**config.mk**
```make
export PLATFORM = sky130hd
export DESIGN_NAME = ecg_frame_master_serial_port
export DESIGN_NICKNAME = d
export VERILOG_FILES = /design/src/core/frame_word_store.v /design/src/core/ecg_frame_master_serial_port.v
export VERILOG_INCLUDE_DIRS = /design/src /design/src/core
export SDC_FILE = /design/constraint.sdc
export NUM_CORES = 1
export LEC_CHECK = 0
export BUFFER_PORTS_ARGS = -buffer_cell sky130_fd_sc_hd__buf_2
export CAP_MARGIN = 30
export CELL_PAD_IN_SITES_DETAIL_PLACEMENT = 1
export CELL_PAD_IN_SITES_GLOBAL_PLACEMENT = 2
export CORE_MARGIN = 2
export CORE_UTILIZATION = 45
export CTS_BUF_LIST = sky130_fd_sc_hd__clkbuf_4
export DETAILED_ROUTE_END_ITERATION = 10
export MAX_ROUTING_LAYER = met4
export PLACE_DENSITY = 0.87
export SLEW_MARGIN = 20
export SYNTH_ARGS = -nofsm -noshare
export SYNTH_HDL_FRONTEND = slang
export SYNTH_SLANG_ARGS = --single-unit
```
**constraint.sdc**
```tcl
create_clock -name core_clk -period 3.75 [get_ports core_clk]
set_clock_uncertainty 0.15 [all_clocks]
set_input_delay 0 -clock core_clk [delete_from_list [all_inputs] [get_ports core_clk]]
set_output_delay 0 -clock core_clk [all_outputs]
set_load 0.05 [all_outputs]
```
**src/core/ecg_port_consts.vh**
```
// Purpose : shared constants of the ECG frame master serial port
// Assumes : core clock of 20 MHz
// Notes   : times are kept in picoseconds, cycle counts derive from them
`ifndef ECG_PORT_CONSTS_VH
`define ECG_PORT_CONSTS_VH

`define CORE_CLK_HZ          20000000
`define CORE_CLK_PERIOD_PS   50000
`define FRAME_RATE_HZ        128000
`define CS_SETUP_PS          24400
`define CS_HOLD_PS           48800
`define FRAME_GAP_WHOLE_PS   2173000
`define FRAME_GAP_WORD_PS    2026000

`define CEIL_CYC(ps)         (((ps) + `CORE_CLK_PERIOD_PS - 1) / `CORE_CLK_PERIOD_PS)
`define FRAME_CYCLES         (`CORE_CLK_HZ / `FRAME_RATE_HZ)
`define CS_SETUP_CYCLES      `CEIL_CYC(`CS_SETUP_PS)
`define CS_HOLD_CYCLES       `CEIL_CYC(`CS_HOLD_PS)
`define FRAME_GAP_WHOLE_CYC  `CEIL_CYC(`FRAME_GAP_WHOLE_PS)
`define FRAME_GAP_WORD_CYC   `CEIL_CYC(`FRAME_GAP_WORD_PS)
`define WORD_GAP_CYCLES      2

`define WORD_BITS            16
`define FRAME_WORDS          7
`define LAST_WORD_INDEX      3'h6
`define LAST_BIT_INDEX       4'hF
`define HEADER_INDEX         3'h0
`define CRC_INDEX            3'h6

`endif

```
**src/core/frame_word_store.v**
```verilog
// Purpose : holds the seven words of one frame, read data from a register
// Assumes : single clock, synchronous write
// Notes   : index 0 header, 1..5 ECG words, 6 CRC
`timescale 1ns/10ps
`include "ecg_port_consts.vh"

module frame_word_store (
  input  wire        core_clk,
  input  wire        writeEnable,
  input  wire [2:0]  writeAddr,
  input  wire [15:0] writeData,
  input  wire [2:0]  readAddr,
  output reg  [15:0] readData
);

  reg [15:0] wordMem [0:7];

  always @(posedge core_clk) begin
    if (writeEnable) begin
      wordMem[writeAddr] <= writeData;
    end
    readData <= wordMem[readAddr];
  end

endmodule

```
**src/core/ecg_frame_master_serial_port.v**
```verilog
// Purpose : streams each ECG frame out as bus master on a three-wire port
// Assumes : word writes and mode inputs come from logic on core_clk
// Notes   : serial clock is core_clk divided by two, the fastest this clock allows
`timescale 1ns/10ps
`include "ecg_port_consts.vh"

// Notes on behaviour
// - device drives select, clock and data
// - frames start on a 128 kHz tick
// - frames start only with high-performance mode set
// - serial clock derived from own clock
// - data changes on serial clock rising edge
// - select leads clocking, held after last edge
// - whole-frame select, long gap between frames
// - per-word select, shorter gap between frames
// - per-word select: clock stays high four core cycles between words
// - header, five ECG words, CRC in order
module ecg_frame_master_serial_port (
  input  wire        core_clk,
  input  wire        resetn,
  input  wire        highPerfMode,
  input  wire        perWordSelectOption,
  input  wire        wordWrite,
  input  wire [2:0]  wordIndex,
  input  wire [15:0] wordData,
  output reg         port_chip_select_n,
  output reg         port_serial_clock,
  output reg         port_serial_data_out,
  output reg         frameBusy
);

  // ---------------------------------------------------------------
  // states and constants
  // ---------------------------------------------------------------
  localparam [2:0] ST_IDLE     = 3'h0;
  localparam [2:0] ST_SETUP    = 3'h1;
  localparam [2:0] ST_LOW      = 3'h2;
  localparam [2:0] ST_HIGH     = 3'h3;
  localparam [2:0] ST_HOLD     = 3'h4;
  localparam [2:0] ST_WORDGAP  = 3'h5;
  localparam [2:0] ST_FRAMEGAP = 3'h6;

  // counts are worked out as integers and cut to the counter width on purpose
  localparam integer FRAME_LAST_I = `FRAME_CYCLES - 1;
  localparam integer SETUP_I      = `CS_SETUP_CYCLES;
  localparam integer HOLD_I       = `CS_HOLD_CYCLES;
  localparam integer GAP_WHOLE_I  = `FRAME_GAP_WHOLE_CYC;
  localparam integer GAP_WORD_I   = `FRAME_GAP_WORD_CYC;
  localparam integer WGAP_I       = `WORD_GAP_CYCLES;

  localparam [7:0] FRAME_LAST  = FRAME_LAST_I[7:0];
  localparam [7:0] SETUP_CYC   = SETUP_I[7:0];
  localparam [7:0] HOLD_CYC    = HOLD_I[7:0];
  localparam [7:0] GAP_WHOLE   = GAP_WHOLE_I[7:0];
  localparam [7:0] GAP_WORD    = GAP_WORD_I[7:0];
  localparam [7:0] WGAP_CYC    = WGAP_I[7:0];

  // ---------------------------------------------------------------
  // registers
  // ---------------------------------------------------------------
  reg [2:0]  state_reg,   state_next;
  reg [7:0]  tick_reg,    tick_next;
  reg        pending_reg, pending_next;
  reg [7:0]  wait_reg,    wait_next;
  reg [3:0]  bit_reg,     bit_next;
  reg [2:0]  word_reg,    word_next;
  reg [14:0] shift_reg,   shift_next;
  reg        csn_next;
  reg        sclk_next;
  reg        sdo_next;

  wire [15:0] fetchedWord;
  wire [2:0]  fetchAddr;
  wire        lastWord;
  wire        tickHit;

  // outside idle the store is addressed with the word after the one on the wire, so the
  // next MSB is ready at the rising edge that ends the current word
  assign fetchAddr = (state_next == ST_IDLE) ? `HEADER_INDEX : word_next + 3'h1;
  assign lastWord  = (word_reg == `LAST_WORD_INDEX);
  assign tickHit   = (tick_reg == FRAME_LAST);

  frame_word_store wordStore (
    .core_clk    (core_clk),
    .writeEnable (wordWrite),
    .writeAddr   (wordIndex),
    .writeData   (wordData),
    .readAddr    (fetchAddr),
    .readData    (fetchedWord)
  );

  // ---------------------------------------------------------------
  // frame tick and sequencer
  // ---------------------------------------------------------------
  always @* begin
    state_next   = state_reg;
    wait_next    = wait_reg;
    bit_next     = bit_reg;
    word_next    = word_reg;
    shift_next   = shift_reg;
    csn_next     = port_chip_select_n;
    sclk_next    = port_serial_clock;
    sdo_next     = port_serial_data_out;
    tick_next    = tickHit ? 8'h00 : tick_reg + 8'h01;
    pending_next = pending_reg | tickHit;

    case (state_reg)
      ST_IDLE: begin
        sclk_next = 1'b1;
        csn_next  = 1'b1;
        word_next = 3'h0;
        // a tick landing on the clearing edge is kept: the set wins
        if (!highPerfMode) begin
          pending_next = tickHit;
        end else if (pending_reg) begin
          pending_next = tickHit;
          csn_next     = 1'b0;
          sdo_next     = fetchedWord[15];
          shift_next   = fetchedWord[14:0];
          bit_next     = 4'h0;
          wait_next    = SETUP_CYC;
          state_next   = ST_SETUP;
        end
      end
      ST_SETUP: begin
        // select leads the first falling edge by the setup time
        if (wait_reg <= 8'h01) begin
          sclk_next  = 1'b0;
          state_next = ST_LOW;
        end else begin
          wait_next = wait_reg - 8'h01;
        end
      end
      ST_LOW: begin
        sclk_next = 1'b1;
        if (bit_reg != `LAST_BIT_INDEX) begin
          sdo_next   = shift_reg[14];
          shift_next = {shift_reg[13:0], 1'b0};
          bit_next   = bit_reg + 4'h1;
          state_next = ST_HIGH;
        end else if (lastWord || perWordSelectOption) begin
          wait_next  = HOLD_CYC;
          state_next = ST_HOLD;
        end else begin
          // whole-frame select: next word follows with no clock gap
          sdo_next   = fetchedWord[15];
          shift_next = fetchedWord[14:0];
          bit_next   = 4'h0;
          word_next  = word_reg + 3'h1;
          state_next = ST_HIGH;
        end
      end
      ST_HIGH: begin
        sclk_next  = 1'b0;
        state_next = ST_LOW;
      end
      ST_HOLD: begin
        if (wait_reg <= 8'h01) begin
          csn_next = 1'b1;
          if (lastWord) begin
            wait_next  = perWordSelectOption ? GAP_WORD : GAP_WHOLE;
            state_next = ST_FRAMEGAP;
          end else begin
            wait_next  = WGAP_CYC;
            state_next = ST_WORDGAP;
          end
        end else begin
          wait_next = wait_reg - 8'h01;
        end
      end
      ST_WORDGAP: begin
        // clock parked high for two serial clock periods between words
        if (wait_reg <= 8'h01) begin
          csn_next   = 1'b0;
          sdo_next   = fetchedWord[15];
          shift_next = fetchedWord[14:0];
          bit_next   = 4'h0;
          word_next  = word_reg + 3'h1;
          wait_next  = SETUP_CYC;
          state_next = ST_SETUP;
        end else begin
          wait_next = wait_reg - 8'h01;
        end
      end
      ST_FRAMEGAP: begin
        // ticks that land during a frame collapse into one pending start
        if (wait_reg <= 8'h01) begin
          state_next = ST_IDLE;
        end else begin
          wait_next = wait_reg - 8'h01;
        end
      end
      default: begin
        state_next = ST_IDLE;
        csn_next   = 1'b1;
        sclk_next  = 1'b1;
      end
    endcase
  end

  always @(posedge core_clk) begin
    if (!resetn) begin
      state_reg            <= ST_IDLE;
      tick_reg             <= 8'h00;
      pending_reg          <= 1'b0;
      wait_reg             <= 8'h00;
      bit_reg              <= 4'h0;
      word_reg             <= 3'h0;
      shift_reg            <= 15'h0000;
      port_chip_select_n   <= 1'b1;
      port_serial_clock    <= 1'b1;
      port_serial_data_out <= 1'b0;
      frameBusy            <= 1'b0;
    end else begin
      state_reg            <= state_next;
      tick_reg             <= tick_next;
      pending_reg          <= pending_next;
      wait_reg             <= wait_next;
      bit_reg              <= bit_next;
      word_reg             <= word_next;
      shift_reg            <= shift_next;
      port_chip_select_n   <= csn_next;
      port_serial_clock    <= sclk_next;
      port_serial_data_out <= sdo_next;
      frameBusy            <= (state_next != ST_IDLE);
    end
  end

endmodule

```
==> flow_metrics.tcl, run 1 <==
set metrics [dict create \
    status "completed" \
    overflow 0 \
    finalCritPeriodShare_pct 92.3 \
    drc 0 \
    top_usage_layer "met2" \
    critical_path_class "flop to flop" \
    fin_crit_ps 3460 \
    die_area_um2 18200 \
    cpMaxStageDelayCell "dfxtp_1" \
    vias 5366 \
    die_w_um 135 \
    largest_register_ffs 128 \
    io_buffers 27 \
    finalNonFillerCells 899 \
    setup_slack_ps 288 \
    power.density_nw_per_um2 413 \
    grtUsageTotal_pct 22.6 \
    area_growth_pct 14.9 \
    switching_share_pct 24.0 \
    final-setup-viol-count 0 \
    power_mw 3.65 \
    grt_pass1_vias 5873 \
    htree_levels 4 \
    die_y_um 135 \
    clock_sinks 190 \
    met2_usage_pct 38.9 \
    clock_path_buffers 2 \
    first_pass_iters 8 \
    viasPerCell 5.97 \
    use_met1_pct 26.6 \
    post_dp_cell_area_um2 8230 \
    synth-seq-cells 190 \
    dp_cells 838 \
    clkSlewWorstSetupHoldPaths_ps 180 \
    grt_pass1_wl_um 30600 \
    utilization_pct 53.2 \
    num_rows 47 \
    synthArstFlopShare_pct 0 \
    max_stage_delay_ps 370 \
    core_area_um2 16600 \
    worstPathCellList "inv_1 > ha_2 > or2_1 > nand4_1 > a31oi_1 > o311ai_2 > ha_1 > buf_4 > and2_1 > buf_4 > a221o_1 > a222oi_1 > a21oi_1" \
    antenna_left 0 \
    ys_seq_area_share_pct 66.0 \
    required_ps 4080 \
    synth-main-ff-cell "edfxtp_1" \
    drv_cap 0 \
    end_kind "flop" \
    holdCritPathClass "input pin to flop" \
    fill_cells 1692 \
    rsz0062_at_grt "false" \
    syn_area_um2 7700 \
    clock.fmax_mhz 289 \
    use_met3_pct 4.80 \
    slew_headroom_pct 35.9 \
    cp_top_family "compound AO/OA/AOI/OAI gates" \
    syn-num-nets 630 \
    synth_area_per_cell_um2 12.9 \
    crit_buf_inv 3 \
    dpl.hpwl_um 11900 \
    grt_max_degree 41 \
    finish.net_count 696 \
    power_frac_seq_pct 63.2 \
    clock_latency_ps 600 \
    synth_cells 599 \
    slew_violations 0 \
    crit_top_cell "buf_4" \
    numCtsBuffers 17 \
    yosysWarnings 0 \
    gp_congestion 0.809 \
    critPathArrivalTime_ps 3790 \
    initial_utilization_pct 46.3 \
    p_leak_nw 3.26 \
    report.final.hold_viol_count 0 \
    cts_tree "built" \
    cp_max_fo 30 \
    whs_ps 49.4 \
    timing.setup.tns_ps 0 \
    wl_um 18800 \
    synth_edf_count 128 \
    drt_iter0_drc 436 \
    antenna_found_initial 1 \
    p_int_mw 2.78 \
    pre_cts_ws_ps 211 \
    p_sw_uw 876 \
    cts_root_buf "clkbuf_4" \
    combPwrFrac_pct 3.1 \
    tightest_slew_ps 959 \
    power_frac_clock_pct 33.7 \
    cp-start-kind "flop" \
    avgRoutedWirePerCell_um 20.9 \
    final_area_um2 8850 \
    drive_gt1_share_pct 15.8 \
    yosysUniqueCellTypes 60 \
    max-vdd-ir-drop_v 0.000360 \
    io_pins 28 \
]
layout make-up:
class	count	area, um2	share of cell area (%)
Clock inverter	15	209	2.36
Sequential cell	190	5090	57.5
Inverter	7	26.3	0.297
Clock buffer	17	128	1.44
Antenna cell	1	2.50	0.0283
Tap cell	220	275	3.11
Multi-Input combinational cell	364	2450	27.7
Timing Repair Buffer	85	673	7.60
power by group through the flow:
stage / clock, mW / combinational (mW) / sequential, mW
after floorplan: 0 / 0.0412 / 2.35
after global placement: 0 / 0.0862 / 2.35
after detailed placement: 0 / 0.0943 / 2.35
after CTS: 1.26 / 0.115 / 2.31
after global routing: 1.33 / 0.125 / 2.31
final: 1.23 / 0.115 / 2.31
per-layer routing:
metal	share of wire, %	up-vias
li1	-	2472
met1	42	2707
met2	52	157
met3	4.2	30
met4	1.7	0
met5	0	-
path summary, 6_finish.rpt:
kind / from / to / slack, ps / depth (start not counted)
max: wait_reg[1] / wordStore.readData[8] / 290 / 13
min: wordData[15] / wordStore.wordMem[5][15] / 50 / 2
max reg2reg: wait_reg[1] / wordStore.readData[8] / 290 / 13
min reg2reg: tick_reg[0] / tick_reg[0] / 330 / 1
synth_stat cells, drive strengths merged, types with 2 or more instances:
| cell | n | area share, % |
|---|---|---|
| nor2 | 39 | 1.9 |
| o21ai | 21 | 1.4 |
| or2 | 2 | 0.16 |
| o21a | 2 | 0.19 |
| xor2 | 6 | 0.93 |
| a221o | 15 | 1.9 |
| a21boi | 8 | 0.78 |
| dfxtp | 62 | 16 |
| nand3 | 48 | 3.1 |
| clkbuf | 27 | 1.3 |
| nor3 | 5 | 0.32 |
| nand2b | 6 | 0.49 |
| o211a | 15 | 1.9 |
| a211oi | 2 | 0.19 |
| a222oi | 15 | 1.9 |
| a31oi | 5 | 0.60 |
| nor4 | 2 | 0.36 |
| edfxtp | 128 | 50 |
| inv | 6 | 0.29 |
| a32oi | 2 | 0.23 |
| a221oi | 18 | 2.0 |
| o31ai | 2 | 0.19 |
| and3 | 5 | 0.41 |
| a21oi | 29 | 1.9 |
| nand2 | 46 | 2.2 |
| ha | 7 | 1.1 |
| nand4 | 5 | 0.41 |
| mux2i | 4 | 0.68 |
| a21o | 4 | 0.39 |
| and2 | 9 | 0.73 |
| nor2b | 6 | 0.49 |
| buf | 11 | 0.97 |
| a22o | 17 | 1.9 |
| xnor2 | 3 | 0.34 |
kinds of logic (layout without fill, tap and decap cells):
family                     Yosys count  after routing  synth area share [%]
xor gates and xnor gates             9              9                  1.27
adders and majority gates            7              7                  1.14
muxes                                5              5                 0.829
and+or+nand+nor                    179            179                  11.3
other                                0              1                     0
DFF                                190            190                  66.0
AOI/OAI and AO/OA                  164            164                  16.8
buffers and inverters               45            124                  2.63
repair_timing:
item | 4_1_cts | 5_1_grt
setup endpoints to repair | 0 | 6
setup buffers | 0 | 0
resized for setup | 0 | 2
hold buffers | 28 | 0
hold endpoints to repair | 302 | 0
placed cells by master, fill, tap and decap left out, types with 3 or more instances in the layout:
cell type,synthesis,final
nand3_1,48,48
inv_1,6,6
a22o_1,17,17
edfxtp_1,128,128
xnor2_1,3,3
nand2b_1,6,6
o21ai_1,3,3
buf_2,6,27
a21oi_1,29,29
a221o_1,15,15
a31oi_1,4,4
clkbuf_4,0,17
xor2_1,5,5
nor3_1,5,3
a21boi_0,8,8
dfxtp_1,62,61
o21ai_0,18,18
o211a_1,15,15
ha_1,7,6
a21o_1,4,4
inv_8,0,5
nand2_1,46,46
clkinv_8,0,3
and2_1,9,9
and3_1,5,5
nor2b_1,6,6
a222oi_1,15,15
nor2_1,39,37
nand4_1,5,5
buf_4,1,27
a221oi_1,18,18
clkinv_4,0,3
dlygate4sd3_1,0,28
mux2i_1,3,3
No activity file was read; power rests on OpenSTA's default activity.
==> run 2, diff against run 1 <==
--- a/config.mk
+++ b/config.mk
@@ -6,16 +6,18 @@
 export SDC_FILE = /design/constraint.sdc
 export NUM_CORES = 1
 export LEC_CHECK = 0
+export ABC_AREA = 1
 export BUFFER_PORTS_ARGS = -buffer_cell sky130_fd_sc_hd__buf_2
 export CAP_MARGIN = 30
 export CELL_PAD_IN_SITES_DETAIL_PLACEMENT = 1
 export CELL_PAD_IN_SITES_GLOBAL_PLACEMENT = 2
 export CORE_MARGIN = 2
-export CORE_UTILIZATION = 45
+export CORE_UTILIZATION = 41
 export CTS_BUF_LIST = sky130_fd_sc_hd__clkbuf_4
 export DETAILED_ROUTE_END_ITERATION = 10
 export MAX_ROUTING_LAYER = met4
-export PLACE_DENSITY = 0.87
+export PLACE_DENSITY = 0.88
+export RECOVER_POWER = 25
 export SLEW_MARGIN = 20
 export SYNTH_ARGS = -nofsm -noshare
 export SYNTH_HDL_FRONTEND = slang
==> run 2 against run 1 <==
Via count increased by 15%. First-iteration DRC count decreased by 28%. Highest routed layer unchanged. Critical path depth increased by 5. Core utilization decreased by 6.5 points. Largest power group is now combinational cells. Sequential power increased by 16%. Design area increased by 6.0%. Setup slack improved by 99 ps. Worst hold slack improved by 110 ps. Critical path type unchanged. Synthesized cell count increased by 52%. Die area increased by 18%. Synthesized area increased by 8.4%. Global-route usage decreased by 2.6 points.
==> flow_metrics.tcl, run 2 <==
set metrics [dict create \
    status "completed" \
    dp_cells 1187 \
    clkSlewWorstSetupHoldPaths_ps 170 \
    wl_um 20000 \
    p_leak_nw 3.98 \
    cts_resized 0 \
    timing.rr.start "wait_reg[0]" \
    tightest_slew_ps 875 \
    switching_share_pct 43.9 \
    syn_area_um2 8350 \
    finalCritPeriodShare_pct 89.7 \
    yosysUniqueCellTypes 34 \
    power.density_nw_per_um2 718 \
    clock_latency_ps 580 \
    p_sw_mw 2.96 \
    power_mw 6.74 \
    overflow 0 \
    fill_cells 2314 \
    clock_sinks 190 \
    synth_common_cells "nand2_1, edfxtp_1, nor2_1" \
    slew_headroom_pct 41.6 \
    cp_max_fo 77 \
    report.final.hold_viol_count 0 \
    drt_iter0_drc 315 \
    drv_cap 0 \
    slew_violations 0 \
    dpl.hpwl_um 12900 \
    ff2ff_path_depth 18 \
    pre_cts_ws_ps 423 \
    grt_max_degree 78 \
    max-vdd-ir-drop_v 0.000401 \
    initial_utilization_pct 41.5 \
    max_stage_delay_ps 650 \
    synth-seq-cells 190 \
    required_ps 4120 \
    drive_gt1_share_pct 8.04 \
    combPwrFrac_pct 43.7 \
    fin_crit_ps 3360 \
    ys_seq_area_share_pct 60.9 \
    synth_area_leaders "edfxtp_1, dfxtp_1, nand2_1, nand3_1, nor2_1" \
    drc 0 \
    antenna_found_initial 1 \
    syn-num-nets 940 \
    clock_path_buffers 2 \
    worstReg2RegEnd "wordStore.readData[7]" \
    crit_path_end "wordStore.readData[7]" \
    synth_cells 909 \
    gp_congestion 0.827 \
    synth_edf_count 128 \
    synth_area_per_cell_um2 9.18 \
    numCtsBuffers 17 \
    synth_top_cell_area_share_pct 46.1 \
    htree_levels 4 \
    io_pins 28 \
    num_rows 52 \
    startpoint "wait_reg[0]" \
    power_frac_clock_pct 16.3 \
    crit_top_cell "nand2_1" \
    die_y_um 147 \
    grt_pass1_vias 6465 \
    r2r_slack_ps 390 \
    finish.net_count 1000 \
    clock.fmax_mhz 297 \
    avgRoutedWirePerCell_um 16.0 \
    critPathArrivalTime_ps 3740 \
    largest_register_ffs 128 \
    core_area_um2 20100 \
    holdCritPathClass "input pin to flop" \
    cts_root_buf "clkbuf_4" \
    vias 6187 \
    die_area_um2 21500 \
    timing.setup.tns_ps 0 \
    final_common_cell "nand2_1" \
    yosysTopAreaCell "edfxtp_1" \
    final-setup-viol-count 0 \
    cp-start-kind "flop" \
    area_growth_pct 12.4 \
    rsz0062_at_grt "false" \
    setup_slack_ps 388 \
    antenna_left 0 \
    end_kind "flop" \
    finalNonFillerCells 1253 \
    worstPathCellList "inv_1 > ha_1 > inv_1 > nand2_1 > nand2_1 > nor2_1 > nor2_1 > nor2_1 > inv_2 > o21ai_4 > buf_4 > nand2_1 > buf_4 > nand2_1 > nand3_1 > nand2_1 > nand2_1 > nand2_1" \
    synthArstFlopShare_pct 0 \
    io_buffers 27 \
    grtUsageTotal_pct 20.0 \
    synthMostInstantiatedCell "nand2_1" \
    critical_path_class "flop to flop" \
    die_w_um 147 \
    grt_pass1_wl_um 32700 \
    viasPerCell 4.94 \
    first_pass_iters 4 \
    final_cell_mix "nand2_1, edfxtp_1, nor2_1, inv_1, nand3_1" \
    cts_tree "built" \
    cpMaxStageDelayCell "buf_4" \
    power_frac_seq_pct 39.9 \
    yosysWarnings 0 \
    p_int_mw 3.78 \
    synth-main-ff-cell "edfxtp_1" \
]
run 2: cell count changes after synthesis, moves of 17 or more:
cell / delta
nand2_1: +204
nand3b_1: +35
nand3_1: +35
inv_1: +92
clkbuf_1: -17
a22o_1: -17
nor2_1: +71
a221oi_1: -18
run 2: layout make-up:
class                           count  area, um2  area share, %
Timing Repair Buffer               77        593           6.32
Sequential cell                   190       5080           54.2
Tap cell                          270        338           3.60
Clock buffer                       18        135           1.44
Antenna cell                        1       2.50         0.0267
Clock inverter                     14        146           1.56
Inverter                          105        394           4.20
Multi-Input combinational cell    578       2690           28.6
run 2: kinds of logic (layout without fill, tap and decap cells):
logic type / count (synthesis) / in the layout / share of synthesized area (%)
simple gates: 492 / 492 / 25.4
flops: 190 / 190 / 60.9
buf+inv: 141 / 214 / 6.99
compound gates: 73 / 73 / 4.98
fa+ha+maj: 7 / 7 / 1.05
xor+xnor: 6 / 6 / 0.630
other cells: 0 / 1 / 0
run 2: timing repair:
item	CTS	global route
buffers inserted	0	0
setup endpoints to repair	0	0
hold buffers	33	0
hold endpoints to repair	293	0
run 2: power by group through the flow:
stage               clock network [mW]  logic [mW]  registers [mW]
floorplan                            0        2.20            2.72
global placement                     0        2.89            2.74
detailed placement                   0        2.97            2.74
CTS                               1.14        3.00            2.69
global route                      1.21        3.40            2.72
finish                            1.10        2.95            2.69
run 2: worst min path at each step:
stage / start / to / slack [ps] / depth (start not counted)
4_1_cts: wordData[8] / wordStore.wordMem[4][8] / 7 / 2
2_1_floorplan: wordData[0] / wordStore.wordMem[0][0] / -50 / 0
5_1_grt: wordData[13] / wordStore.wordMem[1][13] / 140 / 2
6_report: wordData[6] / wordStore.wordMem[7][6] / 160 / 2
3_3_place_gp: wordData[4] / wordStore.wordMem[3][4] / 120 / 1
3_5_place_dp: wordData[10] / wordStore.wordMem[5][10] / 130 / 1
run 2: metrics by stage:
step	hold WS, ps	utilization, %	instance area (um2)
4_1_cts	7.24	46.7	9390
3_5_place_dp	132	43.7	8780
2_1_floorplan	-51.1	-	8350
5_1_grt	138	46.7	9380
6_report	158	46.7	9380
3_3_place_gp	124	43.5	8750
run 2: critical path, delay by kind of cell (launching register included):
kind / cells / cell delay, ps
flip-flops: 1 / 360
AO/OA/AOI/OAI: 1 / 130
adder cells (fa/ha/maj): 1 / 210
AND/OR/NAND/NOR: 11 / 1210
buffers and inverters: 5 / 1190
run 2: per-layer routing:
layer	track usage (%)	share of wire, %
met1	23.6	45
met2	35.0	51
met3	3.19	3.2
met4	6.31	1.1
met5	-	0
